### src/include/frs_pkg.sv
// Purpose: Shared constants and types for the flash register and setting command decoder.
// Assumes: Opcodes are one byte, shifted most significant bit first.
// Notes:   Reset values of the stored registers are plain defaults.
`default_nettype none

package frs_pkg;

    // ----------------------------------------
    // Opcodes
    // ----------------------------------------
    localparam logic [7:0] OP_SET_LATCH    = 8'h06;
    localparam logic [7:0] OP_CLEAR_LATCH  = 8'h04;
    localparam logic [7:0] OP_READ_STATUS  = 8'h05;
    localparam logic [7:0] OP_READ_CONFIG  = 8'h15;
    localparam logic [7:0] OP_WRITE_STATUS = 8'h01;
    localparam logic [7:0] OP_PROTECT_SEL  = 8'h68;
    localparam logic [7:0] OP_ENTER_FOUR   = 8'h35;
    localparam logic [7:0] OP_EXIT_FOUR    = 8'hf5;
    localparam logic [7:0] OP_SUSPEND      = 8'hb0;
    localparam logic [7:0] OP_RESUME       = 8'h30;
    localparam logic [7:0] OP_PD_ENTER     = 8'hb9;
    localparam logic [7:0] OP_PD_RELEASE   = 8'hab;
    localparam logic [7:0] OP_SET_WRAP     = 8'hc0;
    localparam logic [7:0] OP_READ_BOOT    = 8'h16;
    localparam logic [7:0] OP_WRITE_BOOT   = 8'h17;
    localparam logic [7:0] OP_ERASE_BOOT   = 8'h18;

    // ----------------------------------------
    // Fields, counts and reset values
    // ----------------------------------------
    localparam logic [7:0]  LATCH_MASK    = 8'h02;
    localparam logic [2:0]  BOOT_BYTES    = 3'h4;
    localparam logic [7:0]  STATUS_RST    = 8'h00;
    localparam logic [7:0]  CONFIG_RST    = 8'h00;
    localparam logic [7:0]  WRAP_RST      = 8'h00;
    localparam logic [31:0] BOOT_ERASED   = 32'hffff_ffff;
    localparam logic [3:0]  OE_N_OFF      = 4'hf;
    localparam logic [3:0]  OE_N_SINGLE   = 4'hd;
    localparam logic [3:0]  OE_N_QUAD     = 4'h0;

    typedef enum logic [1:0] {
        ST_OPCODE   = 2'b00,
        ST_DATA_IN  = 2'b01,
        ST_DATA_OUT = 2'b10,
        ST_IGNORE   = 2'b11
    } frs_state_t;

    typedef struct packed {
        logic [3:0] out;
        logic [3:0] oe_n;
    } frs_pin_t;

    typedef struct packed {
        logic        write_enable_latch;
        logic        block_protect;
        logic        four_wire;
        logic        deep_pd;
        logic [7:0]  status;
        logic [7:0]  config_reg;
        logic [7:0]  wrap_length;
        logic [31:0] boot;
    } frs_settings_t;

endpackage : frs_pkg

`default_nettype wire

### src/rtl/frs_cmd_decoder.sv
// Purpose: Decoder for the register and setting commands of a serial flash.
// Assumes: Serial mode 0; the link clock is far slower than mclk and is oversampled.
// Notes:   Commands without read data act at chip select release.
//
// Operation
// - Opcode 04h in either mode clears the write enable latch.
// - Opcode 05h in either mode streams the status register out.
// - Opcode 15h in either mode streams the configuration register out.
// - Opcode 01h takes one or two bytes: status, then configuration.
// - Opcode 68h in either mode selects individual block protection.
// - 35h enters four-wire mode from single-wire; F5h leaves it.
// - Opcode B0h in either mode suspends program or erase.
// - Opcode 30h in either mode resumes program or erase.
// - Opcode B9h in either mode enters deep power-down.
// - Opcode ABh in either mode leaves deep power-down.
// - Opcode C0h in either mode sets the wrapped read burst length.
// - Single-wire opcode 16h returns fast-boot bytes until chip select rises.
// - Single-wire 17h with four bytes writes fast-boot; 18h erases it.
// - Four-wire mode uses four lines and leaves the quad enable bit alone.
`default_nettype none

module frs_cmd_decoder (
    input  wire logic              mclk,
    input  wire logic              resetn,
    input  wire logic              cs_n,
    input  wire logic              sclk,
    input  wire logic [3:0]        io_in,
    output var  frs_pkg::frs_pin_t io_drive,
    output var  frs_pkg::frs_settings_t settings,
    output logic                   suspend_req,
    output logic                   resume_req
);
    import frs_pkg::*;

    // ----------------------------------------
    // Declarations
    // ----------------------------------------
    logic       sclk_s1, sclk_s2, sclk_d;
    logic       cs_s1, cs_s2, cs_d;
    logic [3:0] io_s1, io_s2;
    frs_state_t state;
    logic [7:0] opcode;
    logic [7:0] rx;
    logic [7:0] out_sh;
    logic [2:0] bit_cnt;
    logic [2:0] out_cnt;
    logic [2:0] n_bytes;
    logic [1:0] out_idx;
    logic [31:0] dbuf;

    // ----------------------------------------
    // Decode helpers
    // ----------------------------------------
    function automatic logic opcode_valid(input logic [7:0] op, input logic q, input logic dpd);
        logic ok;
        case (op)
            OP_ENTER_FOUR:                              ok = !q;
            OP_EXIT_FOUR:                               ok = q;
            OP_READ_BOOT, OP_WRITE_BOOT, OP_ERASE_BOOT: ok = !q;
            OP_SET_LATCH, OP_CLEAR_LATCH, OP_READ_STATUS, OP_READ_CONFIG, OP_WRITE_STATUS,
            OP_PROTECT_SEL, OP_SUSPEND, OP_RESUME, OP_PD_ENTER, OP_PD_RELEASE,
            OP_SET_WRAP:                                ok = 1'b1;
            default:                                    ok = 1'b0;
        endcase
        // While powered down only the release command is heard.
        opcode_valid = dpd ? (op == OP_PD_RELEASE) : ok;
    endfunction : opcode_valid

    function automatic logic is_read(input logic [7:0] op);
        is_read = (op == OP_READ_STATUS) || (op == OP_READ_CONFIG) || (op == OP_READ_BOOT);
    endfunction : is_read

    function automatic logic count_ok(input logic [7:0] op, input logic [2:0] n);
        case (op)
            OP_WRITE_STATUS: count_ok = (n == 3'h1) || (n == 3'h2);
            OP_SET_WRAP:     count_ok = (n == 3'h1);
            OP_WRITE_BOOT:   count_ok = (n == BOOT_BYTES);
            default:         count_ok = (n == 3'h0);
        endcase
    endfunction : count_ok

    function automatic logic [7:0] read_byte(input logic [7:0] op, input logic [1:0] idx,
                                             input logic [7:0] sts, input frs_settings_t s);
        logic [7:0] b;
        case (idx)
            2'h0:    b = s.boot[31:24];
            2'h1:    b = s.boot[23:16];
            2'h2:    b = s.boot[15:8];
            default: b = s.boot[7:0];
        endcase
        case (op)
            OP_READ_STATUS: read_byte = sts;
            OP_READ_CONFIG: read_byte = s.config_reg;
            default:        read_byte = b;
        endcase
    endfunction : read_byte

    // ----------------------------------------
    // Pin synchronisers
    // ----------------------------------------
    always_ff @(posedge mclk or negedge resetn) begin
        if (!resetn) begin
            sclk_s1 <= 1'h0;
            sclk_s2 <= 1'h0;
            sclk_d  <= 1'h0;
            cs_s1   <= 1'h1;
            cs_s2   <= 1'h1;
            cs_d    <= 1'h1;
            io_s1   <= 4'h0;
            io_s2   <= 4'h0;
        end else begin
            sclk_s1 <= sclk;
            sclk_s2 <= sclk_s1;
            sclk_d  <= sclk_s2;
            cs_s1   <= cs_n;
            cs_s2   <= cs_s1;
            cs_d    <= cs_s2;
            io_s1   <= io_in;
            io_s2   <= io_s1;
        end
    end

    // ----------------------------------------
    // Shift-in and decode
    // ----------------------------------------
    wire logic       quad          = settings.four_wire;
    wire logic       active        = ~cs_s2;
    wire logic       sclk_rise     = sclk_s2 & ~sclk_d;
    wire logic       sclk_fall     = ~sclk_s2 & sclk_d;
    wire logic       cs_rise       = cs_s2 & ~cs_d;
    wire logic [2:0] step          = quad ? 3'h4 : 3'h1;
    wire logic [7:0] next_rx       = quad ? {rx[3:0], io_s2} : {rx[6:0], io_s2[0]};
    wire logic [2:0] next_bit_cnt  = bit_cnt + step;
    wire logic [2:0] next_out_cnt  = out_cnt + step;
    wire logic       byte_done     = active & sclk_rise & (state != ST_DATA_OUT) & (next_bit_cnt == 3'h0);
    wire logic       op_done       = byte_done & (state == ST_OPCODE);
    wire logic       op_ok         = opcode_valid(next_rx, quad, settings.deep_pd);
    // The latch is kept apart from the stored status so that 01h can never alter it.
    wire logic [7:0] status_view   = (settings.status & ~LATCH_MASK) |
                                     (settings.write_enable_latch ? LATCH_MASK : 8'h00);
    // Only a release exactly on a byte boundary with the right byte count executes.
    wire logic       exec          = cs_rise & (state == ST_DATA_IN) & (bit_cnt == 3'h0)
                                     & count_ok(opcode, n_bytes);
    wire frs_state_t next_state    = !op_ok ? ST_IGNORE : (is_read(next_rx) ? ST_DATA_OUT : ST_DATA_IN);

    always_ff @(posedge mclk or negedge resetn) begin
        if (!resetn) begin
            state   <= ST_OPCODE;
            rx      <= 8'h00;
            bit_cnt <= 3'h0;
            opcode  <= 8'h00;
            n_bytes <= 3'h0;
            dbuf    <= 32'h0000_0000;
        end else if (!active) begin
            state   <= ST_OPCODE;
            bit_cnt <= 3'h0;
            n_bytes <= 3'h0;
        end else if (sclk_rise && state != ST_DATA_OUT) begin
            rx      <= next_rx;
            bit_cnt <= next_bit_cnt;
            if (op_done) begin
                opcode <= next_rx;
                state  <= next_state;
            end else if (byte_done && state == ST_DATA_IN) begin
                dbuf    <= {dbuf[23:0], next_rx};
                n_bytes <= (n_bytes == 3'h7) ? n_bytes : n_bytes + 3'h1;
            end
        end
    end

    // ----------------------------------------
    // Command execution
    // ----------------------------------------
    always_ff @(posedge mclk or negedge resetn) begin
        if (!resetn) begin
            settings    <= '{1'h0, 1'h0, 1'h0, 1'h0, STATUS_RST, CONFIG_RST, WRAP_RST, BOOT_ERASED};
            suspend_req <= 1'h0;
            resume_req  <= 1'h0;
        end else begin
            suspend_req <= exec && opcode == OP_SUSPEND;
            resume_req  <= exec && opcode == OP_RESUME;
            if (exec) begin
                case (opcode)
                    OP_SET_LATCH:    settings.write_enable_latch <= 1'h1;
                    OP_CLEAR_LATCH:  settings.write_enable_latch <= 1'h0;
                    OP_WRITE_STATUS: begin
                        if (n_bytes == 3'h1) begin
                            settings.status <= dbuf[7:0];
                        end else begin
                            settings.status <= dbuf[15:8];
                            settings.config_reg <= dbuf[7:0];
                        end
                    end
                    OP_PROTECT_SEL:  settings.block_protect <= 1'h1;
                    OP_ENTER_FOUR:   settings.four_wire <= 1'h1;
                    OP_EXIT_FOUR:    settings.four_wire <= 1'h0;
                    OP_PD_ENTER:     settings.deep_pd <= 1'h1;
                    OP_PD_RELEASE:   settings.deep_pd <= 1'h0;
                    OP_SET_WRAP:     settings.wrap_length <= dbuf[7:0];
                    OP_WRITE_BOOT:   settings.boot <= dbuf;
                    OP_ERASE_BOOT:   settings.boot <= BOOT_ERASED;
                    default: ;
                endcase
            end
        end
    end

    // ----------------------------------------
    // Read data output
    // ----------------------------------------
    // Data changes on falling link edges so the host samples it stable on rising ones.
    always_ff @(posedge mclk or negedge resetn) begin
        if (!resetn) begin
            io_drive <= '{4'h0, OE_N_OFF};
            out_sh   <= 8'h00;
            out_cnt  <= 3'h0;
            out_idx  <= 2'h0;
        end else if (!active) begin
            io_drive <= '{4'h0, OE_N_OFF};
        end else if (op_done && next_state == ST_DATA_OUT) begin
            out_sh  <= read_byte(next_rx, 2'h0, status_view, settings);
            out_cnt <= 3'h0;
            out_idx <= 2'h1;
        end else if (state == ST_DATA_OUT && sclk_fall) begin
            io_drive.out  <= quad ? out_sh[7:4] : {2'h0, out_sh[7], 1'h0};
            io_drive.oe_n <= quad ? OE_N_QUAD : OE_N_SINGLE;
            out_cnt       <= next_out_cnt;
            if (next_out_cnt == 3'h0) begin
                out_sh  <= read_byte(opcode, out_idx, status_view, settings);
                out_idx <= out_idx + 2'h1;
            end else begin
                out_sh <= quad ? {out_sh[3:0], 4'h0} : {out_sh[6:0], 1'h0};
            end
        end
    end
endmodule : frs_cmd_decoder

`default_nettype wire

### config.mk
export PLATFORM = sky130hd
export DESIGN_NAME = frs_cmd_decoder
export DESIGN_NICKNAME = d
export VERILOG_FILES = /design/src/include/frs_pkg.sv /design/src/rtl/frs_cmd_decoder.sv
export SDC_FILE = /design/constraint.sdc
export NUM_CORES = 1
export LEC_CHECK = 0
export ABC_AREA = 1
export BUFFER_PORTS_ARGS = -buffer_cell sky130_fd_sc_hd__buf_2
export CAP_MARGIN = 30
export CORE_ASPECT_RATIO = 0.5
export CORE_MARGIN = 4
export CORE_UTILIZATION = 56
export DETAILED_ROUTE_END_ITERATION = 10
export PLACE_DENSITY = 0.76
export SLEW_MARGIN = 20
export SYNTH_ARGS = -nofsm -noshare
export SYNTH_HDL_FRONTEND = slang
export SYNTH_SLANG_ARGS = --single-unit
export TNS_END_PERCENT = 5
### constraint.sdc
create_clock -name mclk -period 3.95 [get_ports mclk]
set_clock_uncertainty 0.15 [all_clocks]
set_input_delay 0.1975 -clock mclk [delete_from_list [all_inputs] [get_ports mclk]]
set_output_delay 0.1975 -clock mclk [all_outputs]
set_load 0.01 [all_outputs]
### Word level (Yosys, flattened, before mapping)

Index checks and enable logic that the tools add are counted.

| storage, ports and cells | value |
|---|---|
| register bits | 152 |
| logic and storage cells | 178 |
| output and inout port bits | 70 |
| input bits | 8 |

| cells by class | value |
|---|---|
| eq/ne operators | 44 |
| bitwise operators | 17 |
| reduce and logical (&&, ||, !) cells | 44 |
| add/sub/neg operators | 4 |
| muxes and demuxes | 40 |

Operators with widths:

| cell | number |
|---|---|
| 8-bit == test, second input constant | 10 |
| 8-bit two-way mux | 9 |
| 32-bit one-hot mux with 2 select lines | 1 |
| 8-bit by 5-bit == test with 1-bit output, second input constant | 7 |
| 8-bit by 3-bit == test with 1-bit output, second input constant | 6 |
| 8-bit by 6-bit == test with 1-bit output, second input constant | 4 |
| 8-bit one-hot mux with 2 select lines | 2 |
| 3-bit two-way mux | 10 |
| 8-bit one-hot mux with 3 select lines | 1 |
| 2-bit AND reduction | 11 |
| 2-bit nonzero test | 10 |
| 2-bit two-way mux | 9 |
| 8-bit by 1-bit == test with 1-bit output, second input constant | 2 |
| 8-bit by 7-bit == test with 1-bit output, second input constant | 2 |
| 3-bit zero test | 4 |
| 11-bit OR reduction | 1 |
| 1-bit AND | 10 |
| 3-bit AND reduction | 3 |
| 4-bit two-way mux | 2 |
| 2-bit inequality test, second input constant | 4 |
| 8-bit by 2-bit OR with 8-bit output | 1 |
| 4-bit AND reduction | 2 |
| 3-bit adder | 2 |
| 2-bit == test, second input constant | 3 |
| other kinds (15) | 33 |

### Depth between registers and ports, before layout

| depth | value |
|---|---|
| depth after elaboration | 10 |
| depth in mapped cells | 21 |
| gate-level depth less buffers | 19 |

### Worst setup path after synthesis

No wires, ideal clock.

| timing | value |
|---|---|
| path type | reg2reg |
| from | register settings, in the netlist quad |
| to | register out_cnt[2] |
| arrival | 2.122 ns |
| stages on the path, launching flop included | 15 |
| path buffers | 3 |
| required time | 3.678 ns |
| library setup time | 0.122 ns |
| period minus slack after synthesis | 2.394 ns |
| setup slack | 1.556 ns |
| cells stage by stage | dfrtp_1 > buf_6 > inv_4 > buf_4 > ha_1 > ha_1 > nor3_1 > nand2_1 > nor2_2 > nand3_4 > nand2_2 > nand2_2 > buf_6 > nand2_1 > o21ai_1 |

| on the way | value |
|---|---|
| longest elaborated chain between the ends | 10 |
| elaborated cells on any way between the ends | 38 |
| those cells by class | 2 x add/sub; 17 x eq/ne; 8 x mux; 2 x bitwise; 9 x reduce/logical |

Ends and longest elaborated chain:

| what | RTL line | RTL |
|---|---|---|
| start, declared | frs_cmd_decoder.sv:29 | `output var frs_pkg::frs_settings_t settings,` |
| start signal, assigned | frs_cmd_decoder.sv:176 | `settings <= '{1'h0, 1'h0, 1'h0, 1'h0, STATUS_RST, CONFIG_RST, WRAP_RST, BOOT_ERASED};` |
| 8-bit two-way mux | frs_cmd_decoder.sv:132 | `wire logic [7:0] next_rx = quad ? {rx[3:0], io_s2} : {rx[6:0], io_s2[0]};` |
| 8-bit == test (tied with other cells) | frs_cmd_decoder.sv:56, frs_cmd_decoder.sv:66 |  |
| 11-bit OR reduction (tied with other cells) | frs_cmd_decoder.sv:56 | `case (op)` |
| 1-bit one-hot mux with 3 select lines or 1-bit logical OR (tied branches) | frs_cmd_decoder.sv:56, frs_cmd_decoder.sv:70 |  |
| 1-bit two-way mux or 2-bit two-way mux (tied branches) | frs_cmd_decoder.sv:66, frs_cmd_decoder.sv:144 |  |
| 2-bit two-way mux | frs_cmd_decoder.sv:144 | `wire frs_state_t next_state = !op_ok ? ST_IGNORE : (is_read(next_rx) ? ST_DATA_OUT : ST_DATA_IN);` |
| 2-bit == test | frs_cmd_decoder.sv:220 | `end else if (op_done && next_state == ST_DATA_OUT) begin` |
| 1-bit logical AND | frs_cmd_decoder.sv:220 |  |
| 2-bit nonzero test (no source line) | n/a |  |
| 2-bit AND reduction (no source line) | n/a |  |
| end signal, assigned | frs_cmd_decoder.sv:227 | `out_cnt <= next_out_cnt;` |
| end, declared | frs_cmd_decoder.sv:46 | `logic [2:0] out_cnt;` |

Several ways; a longest one is shown, not always the timed one. The select of a mux whose other input is x is not followed.
A chain may end at the register's enable or synchronous reset.

### Final worst setup path

| timing | value |
|---|---|
| from | register opcode[6] |
| to | register settings[27] (netlist name) |

| on the way | value |
|---|---|
| longest elaborated chain between the ends | 4 |
| elaborated cells on any way between the ends | 9 |
| those cells by class | 4 x eq/ne; 2 x mux; 1 x bitwise; 2 x reduce/logical |

Ends and longest elaborated chain:

| what | RTL line | RTL |
|---|---|---|
| start, declared | frs_cmd_decoder.sv:42 | `logic [7:0] opcode;` |
| start signal, assigned | frs_cmd_decoder.sv:162 | `opcode <= next_rx;` |
| 8-bit by 5-bit == test with 1-bit output (tied with other cells) | frs_cmd_decoder.sv:74, frs_cmd_decoder.sv:183 |  |
| 1-bit one-hot mux with 3 select lines | frs_cmd_decoder.sv:74 | `case (op)` |
| 1-bit AND | frs_cmd_decoder.sv:143 | `& count_ok(opcode, n_bytes);` |
| 2-bit AND reduction (no source line) | n/a |  |

Several ways; a longest one is shown, not always the timed one.

==> out/results.ini <==
[drt]
number_of_detailed_route_iterations_in_the_first_pass = 6
dr.first_iter.drc_count = 621
antenna_violating_nets_post_route = 0
postRouteWirelength_um = 19970
routed_wire_length_per_instance_um = 17.50
mean_number_of_vias_per_cell = 5.706
route.detailed.drc = 0
vias = 6510

[yosys]
synth_area_leader_cell = sky130_fd_sc_hd__dfrtp_1
ys_async_sr_fraction_pct = 100.0
count_of_flip_flops_with_a_built_in_enable_after_synthesis = 0
netlist_area_mm2 = 0.007471
synthesis.area_per_instance_um2 = 8.423
synth_fp_nets = 908
netlist_instances = 887
ys_top_cells_by_area = sky130_fd_sc_hd__dfrtp_1 (38%), sky130_fd_sc_hd__dfstp_2 (13%), sky130_fd_sc_hd__nand2_1 (12%)
synth_largest_type_area_fraction_pct = 37.85
netlist-cell-type-count = 46
synth_seq_area_share_pct = 50.86
synthFlopType = sky130_fd_sc_hd__dfrtp_1
yosys_warnings = 0
synth_seq_cells = 150

[power]
total_power_of_the_final_layout_w = 0.003766
vdd_ir_drop_max_uv = 293.8
power_density_mw_per_mm2 = 436.3
total_leakage_power_nw = 4.094

[timing]
worst_hold_slack_ns = 0.09383
rel_slew_slack_pct = 50.59
setup_ws_ns = 0.9304
timing.final.setup_violations = 0
worstMarginPinSlew_ns = 0.7404
fmax_mhz = 331.2
slew_viol_final = 0
rsz_0062_raised_after_global_routing = false
layout_worst_path_cycle_share_pct = 76.45
fin_crit_ns = 3.020
post_route_setup_tns_ns = 0
finalHoldViolations = 0

[setup_path]
cp_cell_sequence = nor2_2, inv_2, nor3_4, inv_1, nor2_1, inv_1, a21oi_4, buf_4, o21ai_0, o21ai_0
reg2reg_depth = 10
timing.critical_path.arrival_ns = 3.21
worst-setup-path-type = register to register
worst-endpoint-required_ns = 4.14
regToRegSetupSlack_ns = 0.93
critPathMaxStageDelay_ns = 0.49
critical_path_peak_fanout = 64
worst_path_max_delay_cell = sky130_fd_sc_hd__buf_4
start_kind = register
endpoint_kind = register

[clocking]
cts_resized = 0
clk_pin_slew_worst_paths_ns = 0.07
htree_num_levels = 4
ctsHoldBuffers = 7
cts_made_buffers = 17
postCtsSetupRepairBufs = 0
cts_tree = built
cts.sink_count = 150
worstSkewPairLatency_ns = 0.43
ctsRootBufferMaster = sky130_fd_sc_hd__clkbuf_16
clock_tree.buffer_depth = 2

[global_routing]
largest_net_degree_at_the_start_of_global_routing = 97
grt-ovfl-total = 0
grt_pass1_vias = 6262
global_route_wire_length_before_repair_um = 32840
grt_util_overall_pct = 27.73
initial_antenna_violation_count = 0

[floorplan]
placement_rows = 29
die_area_mm2 = 0.01537
design.portCount = 78
fp.dieH_um = 89.68
area_of_the_placeable_core_mm2 = 0.01284
die_w_um = 171.3
initial_util_pct = 58.16

[final_layout]
antenna_diode_count = 0
final-seq-area_mm2 = 0.003800
layout_stage_area_growth_over_the_synthesis_result_pct = 15.53
multiInputGateArea_mm2 = 0.003027
final.fill_count = 1070
most_frequent_cells_in_the_layout = sky130_fd_sc_hd__nand2_1 (232), sky130_fd_sc_hd__dfrtp_1 (113), sky130_fd_sc_hd__inv_1 (105), sky130_fd_sc_hd__o21ai_0 (105), sky130_fd_sc_hd__buf_2 (76)
layout.core_utilization_pct = 67.19
share_of_post_route_cells_with_drive_strength_above_1_pct = 19.77
layout.cells.most_common = sky130_fd_sc_hd__nand2_1
fin_nets = 979

[place]
place.gp.congestion = 0.9120
dp_slack_ns = 1.010
io_buffers = 77
dp.final_hpwl_um = 13700

[job]
number_of_max_capacitance_violations_reported = 0

[hold_path]
worstHoldPathType = primary input to asynchronous set/reset pin

[run_status]
outcome = finished, final reports clean

-- area by class of cell --
| class | count | area share [%] |
|---|---|---|
| Tap cell | 170 | 2.464 |
| Clock inverter | 14 | 2.204 |
| Sequential cell | 150 | 44.03 |
| Clock buffer | 18 | 4.972 |
| Inverter | 112 | 4.900 |
| Multi-Input combinational cell | 584 | 35.07 |
| Timing Repair Buffer | 93 | 6.364 |
-- report_power, final --
group | switching (W) | internal [W] | leakage, nW
sequential | 0.0000365 | 0.00158 | 1.93
combinational | 0.000312 | 0.000112 | 1.87
clock | 0.000707 | 0.00102 | 0.294
-- cell usage after synthesis (2+ instances only) --
library cell and instances:
sky130_fd_sc_hd__mux2i_1 4, sky130_fd_sc_hd__inv_2 5, sky130_fd_sc_hd__buf_4 5, sky130_fd_sc_hd__nor3_1 8, sky130_fd_sc_hd__nand2_1 232, sky130_fd_sc_hd__nor2_2 5
sky130_fd_sc_hd__inv_1 105, sky130_fd_sc_hd__buf_2 9, sky130_fd_sc_hd__nand3_2 3, sky130_fd_sc_hd__xor2_1 2, sky130_fd_sc_hd__o22ai_1 9, sky130_fd_sc_hd__xnor2_1 2
sky130_fd_sc_hd__nand3_1 45, sky130_fd_sc_hd__nand2_2 14, sky130_fd_sc_hd__dfstp_2 37, sky130_fd_sc_hd__a211oi_1 4, sky130_fd_sc_hd__o221ai_1 8, sky130_fd_sc_hd__buf_6 5
sky130_fd_sc_hd__o21a_1 19, sky130_fd_sc_hd__nor2_1 37, sky130_fd_sc_hd__o21ai_0 105, sky130_fd_sc_hd__dfrtp_1 113, sky130_fd_sc_hd__nor4_1 2, sky130_fd_sc_hd__nand4_1 14
sky130_fd_sc_hd__nand2_4 2, sky130_fd_sc_hd__a221oi_1 6, sky130_fd_sc_hd__nor2_4 3, sky130_fd_sc_hd__ha_1 13, sky130_fd_sc_hd__or2_1 2, sky130_fd_sc_hd__clkbuf_1 22
sky130_fd_sc_hd__a21oi_1 10, sky130_fd_sc_hd__a31oi_1 3, sky130_fd_sc_hd__o21ai_1 12, sky130_fd_sc_hd__o211ai_1 9, sky130_fd_sc_hd__a22o_1 2
-- state kept, by name, indices dropped and copies added (netlist names), 2 cells and up --
name      flops
bit_cnt       3
dbuf         32
io_drive      6
io_s1         4
io_s2         4
n_bytes       3
opcode        8
out_cnt       3
out_idx       2
out_sh        8
rx            7
settings     59
state         2
-- cell families (layout without fill, tap and decap cells) --
family,Yosys count,in the layout,share of synthesized area (%)
AOI/OAI and AO/OA,192,192,15.29
xor gates and xnor gates,4,4,0.4690
adders and majority gates,13,13,2.177
buffers and inverters,153,237,8.625
DFF,150,150,50.86
muxes,4,4,0.5359
and+or+nand+nor,371,371,22.04
-- layer usage --
layer  vias up  track usage [%]  part of all wire (%)
met4         0            9.418                   1.9
met2       263            41.38                    43
met5         -                0                     0
met3        40            6.865                   9.1
met1      3153            40.15                    46
li1       3054                -                     -
-- critical path, delay by kind of cell, from the launching register on --
family / cells / cell delay [ns]
flip-flops: 1 / 0.44
AO/OA/AOI/OAI: 3 / 0.55
buffers and inverters: 4 / 1.09
AND/OR/NAND/NOR: 3 / 0.69
-- per-stage QoR --
stage          instance area [µm²]  instances
3_3_place_gp                  7914       1101
2_1_floorplan                 7471        887
5_1_grt                       8631       1141
3_5_place_dp                  7914       1101
6_report                      8631       1141
4_1_cts                       8603       1140
-- path summary, 6_finish.rpt --
| kind | start | to |
|---|---|---|
| setup / recovery | opcode[6] | settings[27] |
| hold / removal | resetn | dbuf[26] |
| setup reg to reg | opcode[6] | settings[27] |
| hold reg to reg | io_s1[1] | io_s2[1] |
| max in group asynchronous | resetn | cs_d |
| min in group mclk | io_s1[1] | io_s2[1] |
Note: power is estimated with default switching activity, not from simulation.
